--- src/fpfm_pkg.sv ---
package fpfm_pkg;

   // ------------------------------------------------------------
   // Frame geometry
   // ------------------------------------------------------------
   localparam int CORE_FRAME_BYTES = 144;
   localparam int FRAME_PERIOD_US = 500;
   localparam int BLOCKS_PER_CORE = 4;
   localparam int BLOCK_BYTES = CORE_FRAME_BYTES / BLOCKS_PER_CORE;
   localparam int APP_SLOTS = 32;

   // ------------------------------------------------------------
   // Slot and core byte positions, one-pair of two-pair
   // ------------------------------------------------------------
   localparam logic [4:0] SLOT_ALIGN = 5'h00;
   localparam logic [4:0] SLOT_SIGNALLING = 5'h10;
   localparam logic [4:0] SLOT_LAST = 5'h1f;
   localparam logic [5:0] POS_ALIGN = 6'h00;
   localparam logic [5:0] POS_FIRST_USER = 6'h02;
   localparam logic [5:0] POS_LAST_LOW = 6'h10;
   localparam logic [5:0] POS_SIGNALLING = 6'h11;
   localparam logic [5:0] POS_FIRST_HIGH = 6'h13;
   localparam logic [5:0] POS_LAST_HIGH = 6'h21;
   localparam logic [5:0] POS_BLOCK_END = 6'h23;
   localparam logic [5:0] OFFSET_LOW = 6'h01;
   localparam logic [5:0] OFFSET_HIGH = 6'h02;

   // Core bytes emitted per application slot
   localparam logic [1:0] REPEAT_ONE = 2'h1;
   localparam logic [1:0] REPEAT_TWO = 2'h2;
   localparam logic [1:0] REPEAT_TAIL = 2'h3;

   // ------------------------------------------------------------
   // Patterns
   // ------------------------------------------------------------
   localparam logic [7:0] ALL_ONES = 8'hff;
   localparam logic [7:0] AUX_PATTERN_DEFAULT = 8'h55;

endpackage

--- src/fpfm_skid_buffer.sv ---
`timescale 1ns/1ps
`default_nettype none

module fpfm_skid_buffer #(
   parameter int WIDTH = 9
) (
   // Clock and reset
   input wire logic core_clk,
   input wire logic rst_n,
   // Filling side
   input wire logic in_valid,
   output logic in_ready,
   input wire logic [WIDTH-1:0] in_data,
   // Draining side
   output logic out_valid,
   input wire logic out_ready,
   output logic [WIDTH-1:0] out_data
);

   logic [WIDTH-1:0] tail_data;
   logic tail_valid;
   logic push;
   logic pop;
   logic next_tail_valid;

   // Handshakes; a push only happens while the tail is free
   assign push = in_valid & in_ready;
   assign pop = out_valid & out_ready;

   // Tail fills only when head is held and a new word arrives
   always_comb
   begin
      next_tail_valid = tail_valid;
      if (pop && tail_valid)
         next_tail_valid = 1'b0;
      else if (!pop && push && out_valid)
         next_tail_valid = 1'b1;
   end

   // Head entry drives the output directly from flops
   always_ff @(posedge core_clk or negedge rst_n)
   begin
      if (!rst_n)
      begin
         out_valid <= 1'b0;
         out_data <= '0;
      end
      else if (pop && tail_valid)
      begin
         out_data <= tail_data;
      end
      else if (pop || !out_valid)
      begin
         out_valid <= push;
         if (push)
            out_data <= in_data;
      end
   end

   // Tail entry and registered ready
   always_ff @(posedge core_clk or negedge rst_n)
   begin
      if (!rst_n)
      begin
         tail_valid <= 1'b0;
         tail_data <= '0;
         in_ready <= 1'b0;
      end
      else
      begin
         tail_valid <= next_tail_valid;
         in_ready <= ~next_tail_valid;
         if (!pop && push && out_valid)
            tail_data <= in_data;
      end
   end

endmodule

`default_nettype wire

--- src/fpfm_mapper.sv ---
// Functional notes
// - Core bytes reach the pair as in any mapping; slot placement alone sets the layout.
// - Pairs with only all-ones stay undriven; the receiver rebuilds all-ones in their slots.
// - Rebuilt all-ones slots are exactly 8'hff, so the frame check downstream sees no errors.
// - System is up only when all installed pairs are active, ids correct and nothing failed.
// - Any installed pair not active or with a wrong id makes the whole system non-operational.
// - At the network end the output is flagged undefined while not fully operational.
// - At the line end any signal or alignment loss swaps output for all-ones or aux pattern.
// - At the line end a loopback request from the application side loops every installed pair transceiver.
// - The loop is closed right at the line port so it passes through the whole mapper datapath.
// - Core bytes 17 and 18 carry signalling, odd bytes 19 to 35 and byte 34 all-ones, even ones 20 to 32 user slots.
// - User, alignment and signalling slots carry traffic while every other mapped position carries all-ones.
// - The core frame is 144 bytes long, four blocks of 36 bytes, over 500 us.
`timescale 1ns/1ps
`default_nettype none

module fpfm_mapper #(
   parameter int N_PAIRS = 2,
   parameter logic [7:0] AUX_PATTERN = fpfm_pkg::AUX_PATTERN_DEFAULT
) (
   // Clock and reset
   input wire logic core_clk,
   input wire logic rst_n,
   // Application transmit slots
   input wire logic app_tx_valid,
   output logic app_tx_ready,
   input wire logic [7:0] app_tx_data,
   input wire logic app_tx_sof,
   // Application receive slots
   output logic app_rx_valid,
   input wire logic app_rx_ready,
   output logic [7:0] app_rx_data,
   output logic app_rx_sof,
   output logic app_rx_undefined,
   // Line pair 1 transmit core bytes
   output logic line_tx_valid,
   input wire logic line_tx_ready,
   output logic [7:0] line_tx_data,
   output logic line_tx_sof,
   // Line pair 1 receive core bytes
   input wire logic line_rx_valid,
   output logic line_rx_ready,
   input wire logic [7:0] line_rx_data,
   input wire logic line_rx_sof,
   // Pair transceiver status and control
   input wire logic [N_PAIRS-1:0] pair_active,
   input wire logic [N_PAIRS-1:0] pair_id_ok,
   input wire logic other_failure,
   input wire logic [3:0] signal_loss,
   input wire logic [3:0] frame_alignment_loss,
   input wire logic loopback1_req,
   output logic [N_PAIRS-1:0] pair_loopback,
   output logic system_operational,
   // Configuration pins
   input wire logic [N_PAIRS-1:0] pair_installed_pin,
   input wire logic line_terminating_unit_pin,
   input wire logic aux_select_pin
);

   // ------------------------------------------------------------
   // Configuration pin synchronisers
   // ------------------------------------------------------------
   localparam int CFG_W = N_PAIRS + 2;
   logic [CFG_W-1:0] cfg_meta;
   logic [CFG_W-1:0] cfg_sync;
   logic [N_PAIRS-1:0] pair_installed;
   logic line_terminating_unit;
   logic aux_select;

   // Two stages; only the second stage feeds logic
   always_ff @(posedge core_clk or negedge rst_n)
   begin
      if (!rst_n)
      begin
         cfg_meta <= '0;
         cfg_sync <= '0;
      end
      else
      begin
         cfg_meta <= {aux_select_pin, line_terminating_unit_pin, pair_installed_pin};
         cfg_sync <= cfg_meta;
      end
   end

   assign pair_installed = cfg_sync[N_PAIRS-1:0];
   assign line_terminating_unit = cfg_sync[N_PAIRS];
   assign aux_select = cfg_sync[N_PAIRS+1];

   // ------------------------------------------------------------
   // Slot classification
   // ------------------------------------------------------------
   // Odd slots below the signalling slot and even ones above carry traffic
   function automatic logic is_user(input logic [4:0] slot);
      logic lo;
      logic hi;
      lo = (slot < fpfm_pkg::SLOT_SIGNALLING) && slot[0];
      hi = (slot > fpfm_pkg::SLOT_SIGNALLING) && !slot[0];
      is_user = lo || hi || (slot == fpfm_pkg::SLOT_ALIGN)
         || (slot == fpfm_pkg::SLOT_SIGNALLING);
   endfunction

   // Core bytes spent on each slot: 36 per block in total
   function automatic logic [1:0] repeat_of(input logic [4:0] slot);
      if (slot == fpfm_pkg::SLOT_ALIGN || slot == fpfm_pkg::SLOT_SIGNALLING)
         repeat_of = fpfm_pkg::REPEAT_TWO;
      else if (slot == fpfm_pkg::SLOT_LAST)
         repeat_of = fpfm_pkg::REPEAT_TAIL;
      else
         repeat_of = fpfm_pkg::REPEAT_ONE;
   endfunction

   // ------------------------------------------------------------
   // Maintenance evaluation
   // ------------------------------------------------------------
   logic pairs_good;
   logic loss_any;
   logic loopback_on;

   assign pairs_good = &(~pair_installed | (pair_active & pair_id_ok));
   assign loss_any = (|signal_loss) | (|frame_alignment_loss);
   assign loopback_on = |pair_loopback;

   // Registered status outputs
   always_ff @(posedge core_clk or negedge rst_n)
   begin
      if (!rst_n)
      begin
         system_operational <= 1'b0;
         app_rx_undefined <= 1'b1;
         pair_loopback <= '0;
      end
      else
      begin
         system_operational <= pairs_good && !other_failure && (|pair_installed);
         // Network end output has no meaning until fully up
         app_rx_undefined <= !line_terminating_unit
            && !(pairs_good && !other_failure && (|pair_installed));
         pair_loopback <= (line_terminating_unit && loopback1_req)
            ? pair_installed : '0;
      end
   end

   // ------------------------------------------------------------
   // Transmit mapping, application slots to core bytes
   // ------------------------------------------------------------
   logic [1:0] tx_rem;
   logic [4:0] tx_slot;
   logic [1:0] tx_blk;
   logic [4:0] slot_eff;
   logic tx_accept;
   logic tx_adv;
   logic rx_buf_ready;
   logic [1:0] next_tx_rem;

   assign slot_eff = app_tx_sof ? fpfm_pkg::SLOT_ALIGN : tx_slot;
   assign tx_accept = app_tx_valid && app_tx_ready;
   // In loopback the receive buffer may stall the line side too
   assign tx_adv = line_tx_valid && line_tx_ready && (!loopback_on || rx_buf_ready);

   // Remaining core bytes of the slot now presented
   always_comb
   begin
      next_tx_rem = tx_rem;
      if (tx_adv)
         next_tx_rem = tx_rem - fpfm_pkg::REPEAT_ONE;
      if (tx_accept)
         next_tx_rem = repeat_of(slot_eff);
   end

   // One idle cycle per slot keeps ready a plain flop; line rate is far below clock
   always_ff @(posedge core_clk or negedge rst_n)
   begin
      if (!rst_n)
      begin
         tx_rem <= '0;
         app_tx_ready <= 1'b0;
         line_tx_valid <= 1'b0;
      end
      else
      begin
         tx_rem <= next_tx_rem;
         app_tx_ready <= (next_tx_rem == '0);
         line_tx_valid <= (next_tx_rem != '0);
      end
   end

   // Core byte content; bytes go to pair 1 unchanged, pair 2 is not equipped
   always_ff @(posedge core_clk or negedge rst_n)
   begin
      if (!rst_n)
      begin
         tx_slot <= fpfm_pkg::SLOT_ALIGN;
         tx_blk <= '0;
         line_tx_data <= fpfm_pkg::ALL_ONES;
         line_tx_sof <= 1'b0;
      end
      else if (tx_accept)
      begin
         tx_slot <= slot_eff + 5'h01;
         line_tx_data <= is_user(slot_eff) ? app_tx_data : fpfm_pkg::ALL_ONES;
         line_tx_sof <= (slot_eff == fpfm_pkg::SLOT_ALIGN) && (tx_blk == '0);
         if (slot_eff == fpfm_pkg::SLOT_ALIGN)
            tx_blk <= tx_blk + 2'h1;
      end
      else if (tx_adv)
      begin
         line_tx_sof <= 1'b0;
      end
   end

   // ------------------------------------------------------------
   // Receive demapping, core bytes to application slots
   // ------------------------------------------------------------
   logic rx_in_valid;
   logic [7:0] rx_in_data;
   logic rx_in_sof;
   logic [5:0] rx_pos;
   logic [5:0] pos_eff;
   logic rx_take;
   logic rx_emit;
   logic [4:0] rx_slot;
   logic [7:0] rx_mapped;
   logic [7:0] rx_word;
   logic [8:0] buf_in;
   logic [8:0] buf_out;

   // Loop closed at the line port, after every mapping stage
   assign rx_in_valid = loopback_on ? line_tx_valid && line_tx_ready : line_rx_valid;
   assign rx_in_data = loopback_on ? line_tx_data : line_rx_data;
   assign rx_in_sof = loopback_on ? line_tx_sof : line_rx_sof;
   assign line_rx_ready = rx_buf_ready;

   assign pos_eff = rx_in_sof ? fpfm_pkg::POS_ALIGN : rx_pos;
   assign rx_take = rx_in_valid && rx_buf_ready;

   // Position to slot: second alignment, second signalling and last two tail bytes yield nothing
   always_comb
   begin
      rx_emit = 1'b0;
      rx_slot = fpfm_pkg::SLOT_ALIGN;
      if (pos_eff == fpfm_pkg::POS_ALIGN)
      begin
         rx_emit = 1'b1;
      end
      else if (pos_eff >= fpfm_pkg::POS_FIRST_USER && pos_eff <= fpfm_pkg::POS_LAST_LOW)
      begin
         rx_emit = 1'b1;
         rx_slot = 5'(pos_eff - fpfm_pkg::OFFSET_LOW);
      end
      else if (pos_eff == fpfm_pkg::POS_SIGNALLING)
      begin
         rx_emit = 1'b1;
         rx_slot = fpfm_pkg::SLOT_SIGNALLING;
      end
      else if (pos_eff >= fpfm_pkg::POS_FIRST_HIGH && pos_eff <= fpfm_pkg::POS_LAST_HIGH)
      begin
         rx_emit = 1'b1;
         rx_slot = 5'(pos_eff - fpfm_pkg::OFFSET_HIGH);
      end
   end

   // Dropped slots rebuilt as exact all-ones, whatever the line held
   assign rx_mapped = is_user(rx_slot) ? rx_in_data : fpfm_pkg::ALL_ONES;
   // Line end masks traffic on any loss; pattern chosen by the operator pin
   assign rx_word = (line_terminating_unit && loss_any)
      ? (aux_select ? AUX_PATTERN : fpfm_pkg::ALL_ONES) : rx_mapped;
   assign buf_in = {(rx_slot == fpfm_pkg::SLOT_ALIGN), rx_word};

   // Block position tracking, realigned by each start marker
   always_ff @(posedge core_clk or negedge rst_n)
   begin
      if (!rst_n)
         rx_pos <= fpfm_pkg::POS_ALIGN;
      else if (rx_take)
         rx_pos <= (pos_eff == fpfm_pkg::POS_BLOCK_END)
            ? fpfm_pkg::POS_ALIGN : pos_eff + 6'h01;
   end

   // Two-entry buffer so a stalled application loses no slot
   fpfm_skid_buffer #(
      .WIDTH(9)
   ) u_rx_buf (
      .core_clk(core_clk),
      .rst_n(rst_n),
      .in_valid(rx_take && rx_emit),
      .in_ready(rx_buf_ready),
      .in_data(buf_in),
      .out_valid(app_rx_valid),
      .out_ready(app_rx_ready),
      .out_data(buf_out)
   );

   assign app_rx_data = buf_out[7:0];
   assign app_rx_sof = buf_out[8];

endmodule

`default_nettype wire

--- config.mk ---
export PLATFORM = sky130hd
export DESIGN_NAME = fpfm_mapper
export DESIGN_NICKNAME = d
export VERILOG_FILES = /design/src/fpfm_pkg.sv /design/src/fpfm_skid_buffer.sv /design/src/fpfm_mapper.sv
export SDC_FILE = /design/constraint.sdc
export NUM_CORES = 1
export LEC_CHECK = 0
export ABC_CLOCK_PERIOD_IN_PS = 4300
export BUFFER_PORTS_ARGS = -buffer_cell sky130_fd_sc_hd__buf_2
export CAP_MARGIN = 30
export CORE_MARGIN = 4
export CORE_UTILIZATION = 28
export DETAILED_ROUTE_END_ITERATION = 10
export PLACE_DENSITY = 0.44
export SETUP_SLACK_MARGIN = 0.15
export SLEW_MARGIN = 25
export SYNTH_ARGS = -nofsm -noshare
export SYNTH_HDL_FRONTEND = slang
export SYNTH_SLANG_ARGS = --single-unit
--- constraint.sdc ---
create_clock -name core_clk -period 4.3 [get_ports core_clk]
set_input_delay 0.86 -clock core_clk [delete_from_list [all_inputs] [get_ports core_clk]]
set_output_delay 0.86 -clock core_clk [all_outputs]
set_load 0.01 [all_outputs]
==> results of run 1 <==
-- sequential cells by signal, summed over array words and instances, names as in the netlist, 2 cells and up --
name / flops
cfg_meta: 4
u_rx_buf.out_data: 9
u_rx_buf.tail_data: 9
tx_slot: 5
line_tx_data: 8
pair_loopback: 2
tx_rem: 2
rx_pos: 6
tx_blk: 2
cfg_sync: 4
-- stage by stage --
| stage | utilization [%] | hold slack (ns) | area [sq um] |
|---|---|---|---|
| after CTS | 35.2 | 0.352 | 3800 |
| final | 35.5 | 0.349 | 3830 |
| after floorplan | - | 0.331 | 3080 |
| after global routing | 35.5 | 0.363 | 3830 |
| after global placement | 33.4 | 0.331 | 3600 |
| after detailed placement | 33.4 | 0.336 | 3600 |
-- cell families (layout without fill, tap and decap cells) --
kind of cell	count (synthesis)	after routing	synth area share (%)
AND/OR/NAND/NOR	113	113	19.5
AO/OA/AOI/OAI	79	79	18.3
flip-flops	59	59	48.3
buffers and inverters	19	102	2.31
multiplexers	14	14	4.79
adder cells (fa/ha/maj)	12	12	4.87
XOR/XNOR	7	7	1.99
-- worst max-delay path, stage by stage --
cell and delay, ns:
buf_2 0.08, nor3b_2 0.42, nor2_1 0.22, nand2_1 0.23, inv_1 0.12, ha_1 0.26, nor3_1 0.21, o22a_1 0.22
o21ai_1 0.10, o31ai_2 0.48, a21oi_1 0.29, and3_1 0.25, a21oi_1 0.14
-- worst paths after layout --
| check | from | endpoint | slack [ns] | cells after the start |
|---|---|---|---|---|
| hold / removal | cfg_meta[1]$_DFF_PN0_ | cfg_sync[1]$_DFF_PN0_ | 0.35 | 0 |
| min in group asynchronous | rst_n | u_rx_buf.out_data[0]$_DFFE_PN0P_ | 0.49 | 1 |
| setup reg to reg | pair_loopback[1]$_DFF_PN0_ | u_rx_buf.out_data[0]$_DFFE_PN0P_ | 0.76 | 12 |
| max in group asynchronous | rst_n | app_rx_undefined$_DFF_PN1_ | 2.91 | 3 |
| hold reg to reg | cfg_meta[1]$_DFF_PN0_ | cfg_sync[1]$_DFF_PN0_ | 0.35 | 0 |
| setup / recovery | line_rx_sof | u_rx_buf.out_data[0]$_DFFE_PN0P_ | 0.67 | 13 |
-- layout make-up --
| type | instances | area (sq um) | share of cell area, % |
|---|---|---|---|
| multi-input cells | 225 | 1520 | 39.8 |
| flip-flops and latches | 59 | 1490 | 38.9 |
| repair buffers | 72 | 393 | 10.3 |
| clock inverters | 4 | 48.8 | 1.28 |
| clock buffers | 12 | 145 | 3.79 |
| well taps | 140 | 175 | 4.58 |
| inverters | 14 | 52.6 | 1.37 |
-- routing by layer --
layer | up-vias | routed length [microns] | track usage, %
li1 | 1270 | - | -
met1 | 1219 | 3690 | 17.0
met2 | 60 | 3640 | 19.5
met3 | 13 | 365 | 2.94
met4 | 0 | 127 | 5.05
met5 | - | 0 | 0
-- power groups by stage --
stage          Sequential (mW)  Combinational [mW]  Clock [mW]
6_report                 0.920               0.899       0.516
5_1_grt                  0.950                1.01       0.566
4_1_cts                  0.921               0.911       0.533
3_5_place_dp             0.928               0.906           0
3_3_place_gp             0.931               0.902           0
2_1_floorplan            0.931               0.598           0
-- cells in the final DEF (no fill, tap or decap), types with 3 or more instances in the layout --
cell type,Yosys,final
a31oi_1,5,5
and3_1,6,6
buf_4,0,4
nor4_1,4,4
o22ai_1,6,6
dfstp_2,9,9
buf_2,0,67
a21oi_1,11,11
a22oi_1,3,3
dfrtp_1,50,50
xor2_1,3,3
nand2b_1,4,4
ha_1,12,12
nor2_1,19,19
and2_1,3,3
a21boi_0,3,3
inv_1,12,12
o21ai_0,9,9
o21ai_1,6,6
nand2_1,43,43
mux2i_1,8,8
mux2_2,6,6
a222oi_1,4,4
clkbuf_8,0,10
nand3_1,10,10
nor3_1,7,7
o22a_1,10,10
a22o_1,4,4
xnor2_1,4,4
==> impl_results.md, run 1 <==
- Status: completed
- Hold_buf cts: 0
- Top cells by area, synth: dfrtp_1, dfstp_2, nand2_1, ha_1, o22a_1
- I/O pins: 68
- Crit Path Class: primary input to flop
- Fin nets: 435
- Total of max-cap violations: 0
- Crit path DAT: 3.89 ns
- Number of placement rows: 38
- LEAKAGE: 1.79 nW
- Chip height: 113 microns
- Count of cell types in the netlist: 51
- Syn Nets: 357
- Layout fillers: 1097
- First-pass GRT wire length: 12700 microns
- Slew @ Worst Pin: 0.873 ns
- Post-synthesis sequential area ratio: 48.3%
- Area grow syn2layout: 24.1%
- Latest clock arrival within the worst-skew pair: 0.34 ns
- Count of pins over their slew limit: 0
- Tmin final: 3.63 ns
- Gr ovfl total: 0
- Synth top cells by count: dfrtp_1, nand2_1, nor2_1
- Largest net degree at the start of global routing: 38
- Setup Total Neg Slack: 0 ns
- Remaining DRCs: 0
- Post-Synthesis Cells: 303
- Die area: 12800 sq um
- Clock Power Share: 22.1%
- # diodes: 0
- Synth Warn #: 0
- Synth top area share: 40.6%
- Synth Cell Area: 3080 sq um
- Tot Pwr: 2.34 mW
- Die X-Extent: 113 microns
- Pint: 1.45 mW
- CP required: 4.56 ns
- Cell taking the most area after synthesis: dfrtp_1
- Synth Register Bits: 59
- CTS Sinks: 59
- Peak supply drop: 0.000196 V
- Max-slew headroom: 41.6%
- Top-count cell post-synth: dfrtp_1
- Final hold vios: 0
- EDFF count, synth: 0
- Fraction of layout instances using a drive strength above 1: 28.8%
- Switching share of total power: 37.8%
- Placed Cells: 509
- Via density: 4.87
- Layout Skew: 0.00992 ns
- CTS tree: yes
- GP Congestion: 0.816
- Worst-path clk slew: 0.08 ns
- Final number of setup-violating endpoints: 0
- Core Area: 10800 sq um
- Critical path launch point type: primary input
- WL final: 7820 microns
- NetSw: 0.883 mW
- P per Cell Area: 610 nW/um^2
- Post-synth ARST share: 100%
- Post_cts resized: 0
- Wirelength per Cell: 14.9 microns
- Remaining antenna violation count: 0
- Initial antenna violation count: 0
- Crit path capture type: flop
- Hold Crit Class: flop to flop
- Starting Density: 28.6%
- Share of power burned in combinational logic: 38.5%
- Total track usage: 12.6%
- Syn avg cell area: 10.2 sq um
- Post-CTS Setup Inserts: 0
- Input/output buffers: 67
- Clk buf depth: 2
- Unrepaired setup endpoints after global routing: no
- Htree depth: 3
- Dominant synthesized flop cell: dfrtp_1
- Final HPWL DP: 5910 microns
- Final worst slack: 0.674 ns
- Total CTS buffers: 9
- Initial DRC count: 159
- Post-route insts no fill: 526
- Sequential Power Share: 39.4%
- Root buf cell: clkbuf_8
- 1st-pass router iterations: 4
- Vias in the first global route: 2528
- FMAX: 276 MHz
- Tcrit/Tclk final: 84.3%
- Maximum fanout along the worst path: 8
- Worst slack, placed: 0.347 ns
- Vias: 2562
Power figures use the tool's default switching activity.
==> inputs of run 2 (changes only) <==
--- a/config.mk
+++ b/config.mk
@@ -5,7 +5,7 @@
 export SDC_FILE = /design/constraint.sdc
 export NUM_CORES = 1
 export LEC_CHECK = 0
-export ABC_CLOCK_PERIOD_IN_PS = 4300
+export ABC_CLOCK_PERIOD_IN_PS = 3800
 export BUFFER_PORTS_ARGS = -buffer_cell sky130_fd_sc_hd__buf_2
 export CAP_MARGIN = 30
 export CORE_MARGIN = 4
==> constraint.sdc (replaced) <==
create_clock -name core_clk -period 3.8 [get_ports core_clk]
set_input_delay 0.76 -clock core_clk [delete_from_list [all_inputs] [get_ports core_clk]]
set_output_delay 0.76 -clock core_clk [all_outputs]
set_load 0.01 [all_outputs]
==> run 2 against run 1 <==
Critical path depth unchanged. Final area is 1.9% higher. Sequential share of layout area down 0.71 points. Non-clock buffer count increased by 8. Clock power increased by 26%. Via count grew 3.3%. Routed wire length increased by 3.3%. Utilization rose by 0.66 points.
==> impl_results.md, run 2 (synthesis gave the netlist of run 1 again) <==
- Status: completed
- Worst slack, placed: 0.140 ns
- Sequential cell area: 1490 sq um
- Hold_buf cts: 0
- Maximum fanout along the worst path: 8
- Final number of setup-violating endpoints: 0
- Vias: 2646
- Worst-path clk slew: 0.07 ns
- Unrepaired setup endpoints after global routing: no
- DP Area: 3670 sq um
- Critical path launch point type: flop
- Post_cts resized: 0
- Wirelength per Cell: 15.1 microns
- 1st-pass router iterations: 4
- Family with the most delay on the worst path: compound AO/OA/AOI/OAI gates
- Global route hottest layer: met2
- WL final: 8080 microns
- Final HPWL DP: 6130 microns
- Total CTS buffers: 9
- CTS tree: yes
- Die area: 12800 sq um
- Hold WS: 0.350 ns
- Chip height: 113 microns
- Remaining DRCs: 0
- Final Cell Area: 3900 sq um
- Starting Density: 28.6%
- Largest net degree at the start of global routing: 25
- Total track usage: 13.3%
- Crit path capture type: flop
- P per Cell Area: 705 nW/um^2
- Gr ovfl total: 0
- GP Congestion: 0.834
- First-pass GRT wire length: 13400 microns
- Setup Total Neg Slack: 0 ns
- Die X-Extent: 113 microns
- Initial antenna violation count: 0
- I/O pins: 68
- Final worst slack: 0.515 ns
- LEAKAGE: 1.83 nW
- Remaining antenna violation count: 0
- Buf/Inv on CP: 2
- Tmin final: 3.29 ns
- Critical path cell sequence: o21a_1 -> nor2_2 -> nand2_1 -> inv_1 -> ha_1 -> nor3_1 -> o22a_1 -> o21ai_1 -> o31ai_2 -> buf_4 -> nor4_2 -> o21ai_1 -> nand2_1
- Layout fillers: 1089
- FMAX: 304 MHz
- Crit Path Class: flop to flop
- Hold path start: cfg_meta[2]$_DFF_PN0_
- Post-CTS Setup Inserts: 0
- Number of placement rows: 38
- Largest regs: u_rx_buf.out_data x9, u_rx_buf.tail_data x9, line_tx_data x8
- Htree depth: 3
- Util after Layout: 36.1%
- Initial DRC count: 121
- Count of pins over their slew limit: 0
- Layout Skew: 0.00686 ns
- Latest clock arrival within the worst-skew pair: 0.34 ns
- Tot Pwr: 2.75 mW
- Area grow syn2layout: 26.4%
- Crit path DAT: 3.56 ns
- Multi-input logic area: 1530 sq um
- Post-route insts no fill: 534
- Crit-path max cell delay: 0.47 ns
- Peak supply drop: 0.000228 V
- CTS Sinks: 59
- Fin nets: 443
- Input/output buffers: 67
- Placed Cells: 518
- Slew @ Worst Pin: 0.874 ns
- Vias in the first global route: 2655
- Grt met3 use: 4.60%
- CP required: 4.07 ns
- Leading cell type in the layout, fill and taps excluded: buf_2
- # diodes: 0
- Fraction of layout instances using a drive strength above 1: 30.7%
- Met1 Use GR: 17.4%
- Core Area: 10800 sq um
- Max-slew headroom: 41.5%
- Clk buf depth: 2
- Total of max-cap violations: 0
- Hold Crit Class: flop to flop
- Most frequent cells in the layout: buf_2, dfrtp_1, nand2_1
- Reg-to-Reg Start: pair_loopback[1]$_DFF_PN0_
- Tcrit/Tclk final: 86.5%
- Met2 Usage GRT: 20.9%
- CP max-delay cell: dfrtp_1
- Worst setup startpoint: pair_loopback[1]$_DFF_PN0_
- Root buf cell: clkbuf_8
- Via density: 4.96
- Final hold vios: 0
[run 2: worst paths after layout]
check                      cells after the start  slack [ns]                                 to
setup reg to reg                              13        0.51   u_rx_buf.out_data[3]$_DFFE_PN0P_
setup / recovery                              13        0.51   u_rx_buf.out_data[3]$_DFFE_PN0P_
max in group asynchronous                      2        2.69         app_rx_undefined$_DFF_PN1_
hold reg to reg                                0        0.35              cfg_sync[2]$_DFF_PN0_
min in group asynchronous                      1        0.37  u_rx_buf.tail_data[0]$_DFFE_PN0P_
hold / removal                                 0        0.35              cfg_sync[2]$_DFF_PN0_
[run 2: worst register-to-register path: stages (launching register included)]
cell     delay [ns]
dfrtp_1        0.47
o21a_1         0.34
nor2_2         0.27
nand2_1        0.18
inv_1          0.15
ha_1           0.25
nor3_1         0.08
o22a_1         0.25
o21ai_1        0.20
o31ai_2        0.09
buf_4          0.17
nor4_2         0.43
o21ai_1        0.25
nand2_1        0.11
[run 2: per-layer routing]
metal,vias up,share of wire (%)
met1,1274,47
met5,-,0
met2,73,46
met3,15,5.1
met4,0,2.0
li1,1284,-
[run 2: final cells by class]
| type | count | area share, % |
|---|---|---|
| clock buffers | 12 | 3.72 |
| clock inverters | 4 | 1.89 |
| inverters | 14 | 1.35 |
| multi-input cells | 225 | 39.3 |
| flip-flops and latches | 59 | 38.2 |
| well taps | 140 | 4.49 |
| repair buffers | 80 | 11.1 |
[run 2: where the power goes]
| part | switching (mW) | total (mW) | leakage, nW | internal [mW] |
|---|---|---|---|---|
| Sequential | 0.168 | 1.04 | 0.693 | 0.873 |
| Clock | 0.260 | 0.648 | 0.111 | 0.388 |
| Combinational | 0.578 | 1.06 | 1.03 | 0.480 |
==> inputs of run 3 (changes only) <==
--- a/config.mk
+++ b/config.mk
@@ -11,7 +11,7 @@
 export CORE_MARGIN = 4
 export CORE_UTILIZATION = 28
 export DETAILED_ROUTE_END_ITERATION = 10
-export PLACE_DENSITY = 0.44
+export PLACE_DENSITY = 0.52
 export SETUP_SLACK_MARGIN = 0.15
 export SLEW_MARGIN = 25
 export SYNTH_ARGS = -nofsm -noshare
==> run 3 against run 2 <==
Final area fell by 0.96%. Fmax fell by 3.6%. Sequential cell count did not move. Critical path depth fell by 1. Sequential share of layout area rose by 0.37 points. Highest routed layer unchanged. Clock skew rose by 0.0020 ns. Cell count fell by 0.56%. Clock power fell by 11%. Count of clock-buffer cells in the layout did not move. Die area did not move. Global-route usage fell by 0.81 points.
==> impl_results.md, run 3 (synthesis gave the netlist of run 1 again) <==
- Crit Path Class: flop to flop
- Pint: 1.66 mW
- First-pass GRT wire length: 13000 microns
- Family with the most delay on the worst path: compound AO/OA/AOI/OAI gates
- Die area: 12800 sq um
- Buf/Inv on CP: 1
- Core Area: 10800 sq um
- I/O pins: 68
- Final number of setup-violating endpoints: 0
- Largest regs: u_rx_buf.out_data x9, u_rx_buf.tail_data x9, line_tx_data x8
- Clk buf depth: 2
- Total CTS buffers: 9
- 1st-pass router iterations: 4
- Maximum fanout along the worst path: 8
- Switching share of total power: 37.5%
- Final Cell Area: 3860 sq um
- Initial DRC count: 125
- Post-route insts no fill: 531
- Crit path capture type: flop
- FMAX: 294 MHz
- CTS Sinks: 59
- Area grow syn2layout: 25.2%
- Leading cell type in the layout, fill and taps excluded: buf_2
- DP Area: 3650 sq um
- Clock Power Share: 21.6%
- Crit path DAT: 3.61 ns
- Largest net degree at the start of global routing: 26
- Worst-path clk slew: 0.07 ns
- Via density: 4.91
- Initial antenna violation count: 0
- CP required: 4.01 ns
- Remaining antenna violation count: 0
- Setup Total Neg Slack: 0 ns
- Placed Cells: 515
- Status: completed
- Vias in the first global route: 2639
- WL final: 7670 microns
- LEAKAGE: 1.80 nW
- Gr ovfl total: 0
- Tcrit/Tclk final: 89.7%
- CP max-delay cell: dfrtp_1
- GP Congestion: 0.857
- Chip height: 113 microns
- Crit-path max cell delay: 0.49 ns
- Fraction of layout instances using a drive strength above 1: 29.7%
- Total track usage: 12.5%
- Critical path launch point type: flop
- Number of placement rows: 38
- Fin nets: 440
- Sequential cell area: 1490 sq um
- Htree depth: 3
- Layout fillers: 1087
- Unrepaired setup endpoints after global routing: no
- P per Cell Area: 689 nW/um^2
- Tmin final: 3.41 ns
- Remaining DRCs: 0
- Sequential Power Share: 39.4%
- Peak supply drop: 0.000246 V
- Layout Skew: 0.00885 ns
- Vias: 2605
- # diodes: 0
- Latest clock arrival within the worst-skew pair: 0.33 ns
- Most frequent cells in the layout: buf_2, dfrtp_1, nand2_1
- Wirelength per Cell: 14.4 microns
- CTS tree: yes
- Slew @ Worst Pin: 0.643 ns
- NetSw: 0.999 mW
- Final hold vios: 0
- Hold_buf cts: 0
- Final HPWL DP: 5850 microns
- Total of max-cap violations: 0
- Most frequent cell on the critical path: a21oi_1
- Die X-Extent: 113 microns
- Root buf cell: clkbuf_8
- Share of power burned in combinational logic: 39.0%
- Multi-input logic area: 1540 sq um
- Max-slew headroom: 57.2%
- Critical path cell sequence: o21a_1 -> nor2_1 -> nand2_1 -> inv_1 -> ha_1 -> nor3_1 -> o22a_1 -> o21ai_1 -> o31ai_2 -> a21oi_1 -> and3_1 -> a21oi_1
- Post-CTS Setup Inserts: 0
- Starting Density: 28.6%
- Hold Crit Class: flop to flop
- Count of pins over their slew limit: 0
- Input/output buffers: 67
==> run 3: cell count changes in the layout (fill, tap and decap cells not counted) <==
| cell | previous run | this run |
|---|---|---|
| buf_4 | 13 | 10 |
| clkinvlp_4 | 0 | 2 |
| a21oi_1 | 10 | 11 |
| a21oi_2 | 1 | 0 |
| bufinv_16 | 2 | 1 |
| clkinv_4 | 1 | 0 |
| nor2_1 | 18 | 19 |
| nor2_2 | 1 | 0 |
| nor3b_2 | 2 | 1 |
| nor3b_4 | 0 | 1 |
| nor4_2 | 1 | 0 |
| nor4_4 | 2 | 3 |
==> run 3: power groups by stage <==
stage	clock network [mW]	logic (mW)	registers, mW
after floorplan	0	0.677	1.05
after global placement	0	1.03	1.06
after detailed placement	0	1.03	1.06
after CTS	0.591	1.04	1.05
after global routing	0.623	1.18	1.08
final	0.575	1.04	1.05
==> run 3: cell type report <==
class                           count  share of cell area, %
Clock inverter                      4                   1.30
Timing Repair Buffer               77                   10.6
Inverter                           14                   1.36
Clock buffer                       12                   3.76
Multi-Input combinational cell    225                   39.9
Sequential cell                    59                   38.5
Tap cell                          140                   4.54
==> run 3: per-stage QoR <==
stage | power, mW | hold WS (ns) | util [%] | setup slack (ns)
finish | 2.66 | 0.347 | 35.8 | 0.393
global route | 2.88 | 0.362 | 35.8 | 0.163
CTS | 2.68 | 0.350 | 35.6 | 0.354
detailed placement | 2.09 | 0.336 | 33.8 | 0.193
global placement | 2.09 | 0.332 | 33.8 | 0.328
floorplan | 1.73 | 0.331 | - | 0.410
==> run 3: path summary, 6_finish.rpt <==
path                                            start                               end  slack, ns  depth (start not counted)
hold reg to reg                 cfg_meta[2]$_DFF_PN0_             cfg_sync[2]$_DFF_PN0_       0.35                          0
setup / recovery           pair_loopback[1]$_DFF_PN0_  u_rx_buf.out_data[6]$_DFFE_PN0P_       0.39                         12
hold / removal                  cfg_meta[2]$_DFF_PN0_             cfg_sync[2]$_DFF_PN0_       0.35                          0
max in group asynchronous                       rst_n       line_tx_data[3]$_DFFE_PN1P_       2.62                          2
setup reg to reg           pair_loopback[1]$_DFF_PN0_  u_rx_buf.out_data[6]$_DFFE_PN0P_       0.39                         12
min in group asynchronous                       rst_n             cfg_sync[0]$_DFF_PN0_       0.40                          1
==> run 3: worst register-to-register path, cell delays in order (launching register included) <==
cell	delay (ns)
dfrtp_1	0.49
o21a_1	0.33
nor2_1	0.36
nand2_1	0.26
inv_1	0.17
ha_1	0.24
nor3_1	0.08
o22a_1	0.26
o21ai_1	0.20
o31ai_2	0.14
a21oi_1	0.46
and3_1	0.24
a21oi_1	0.06
==> run 3: what timing repair did <==
action / CTS / global route
endpoints found under the setup margin: 0 / 7
hold endpoints to repair: 0 / 0
resized for setup: 0 / 2
==> run 3: metal layers <==
layer | GRT usage (%) | routed length [microns]
met1 | 18.4 | 3790
met2 | 17.9 | 3260
met3 | 3.90 | 554
met4 | 3.13 | 61
met5 | 0 | 0
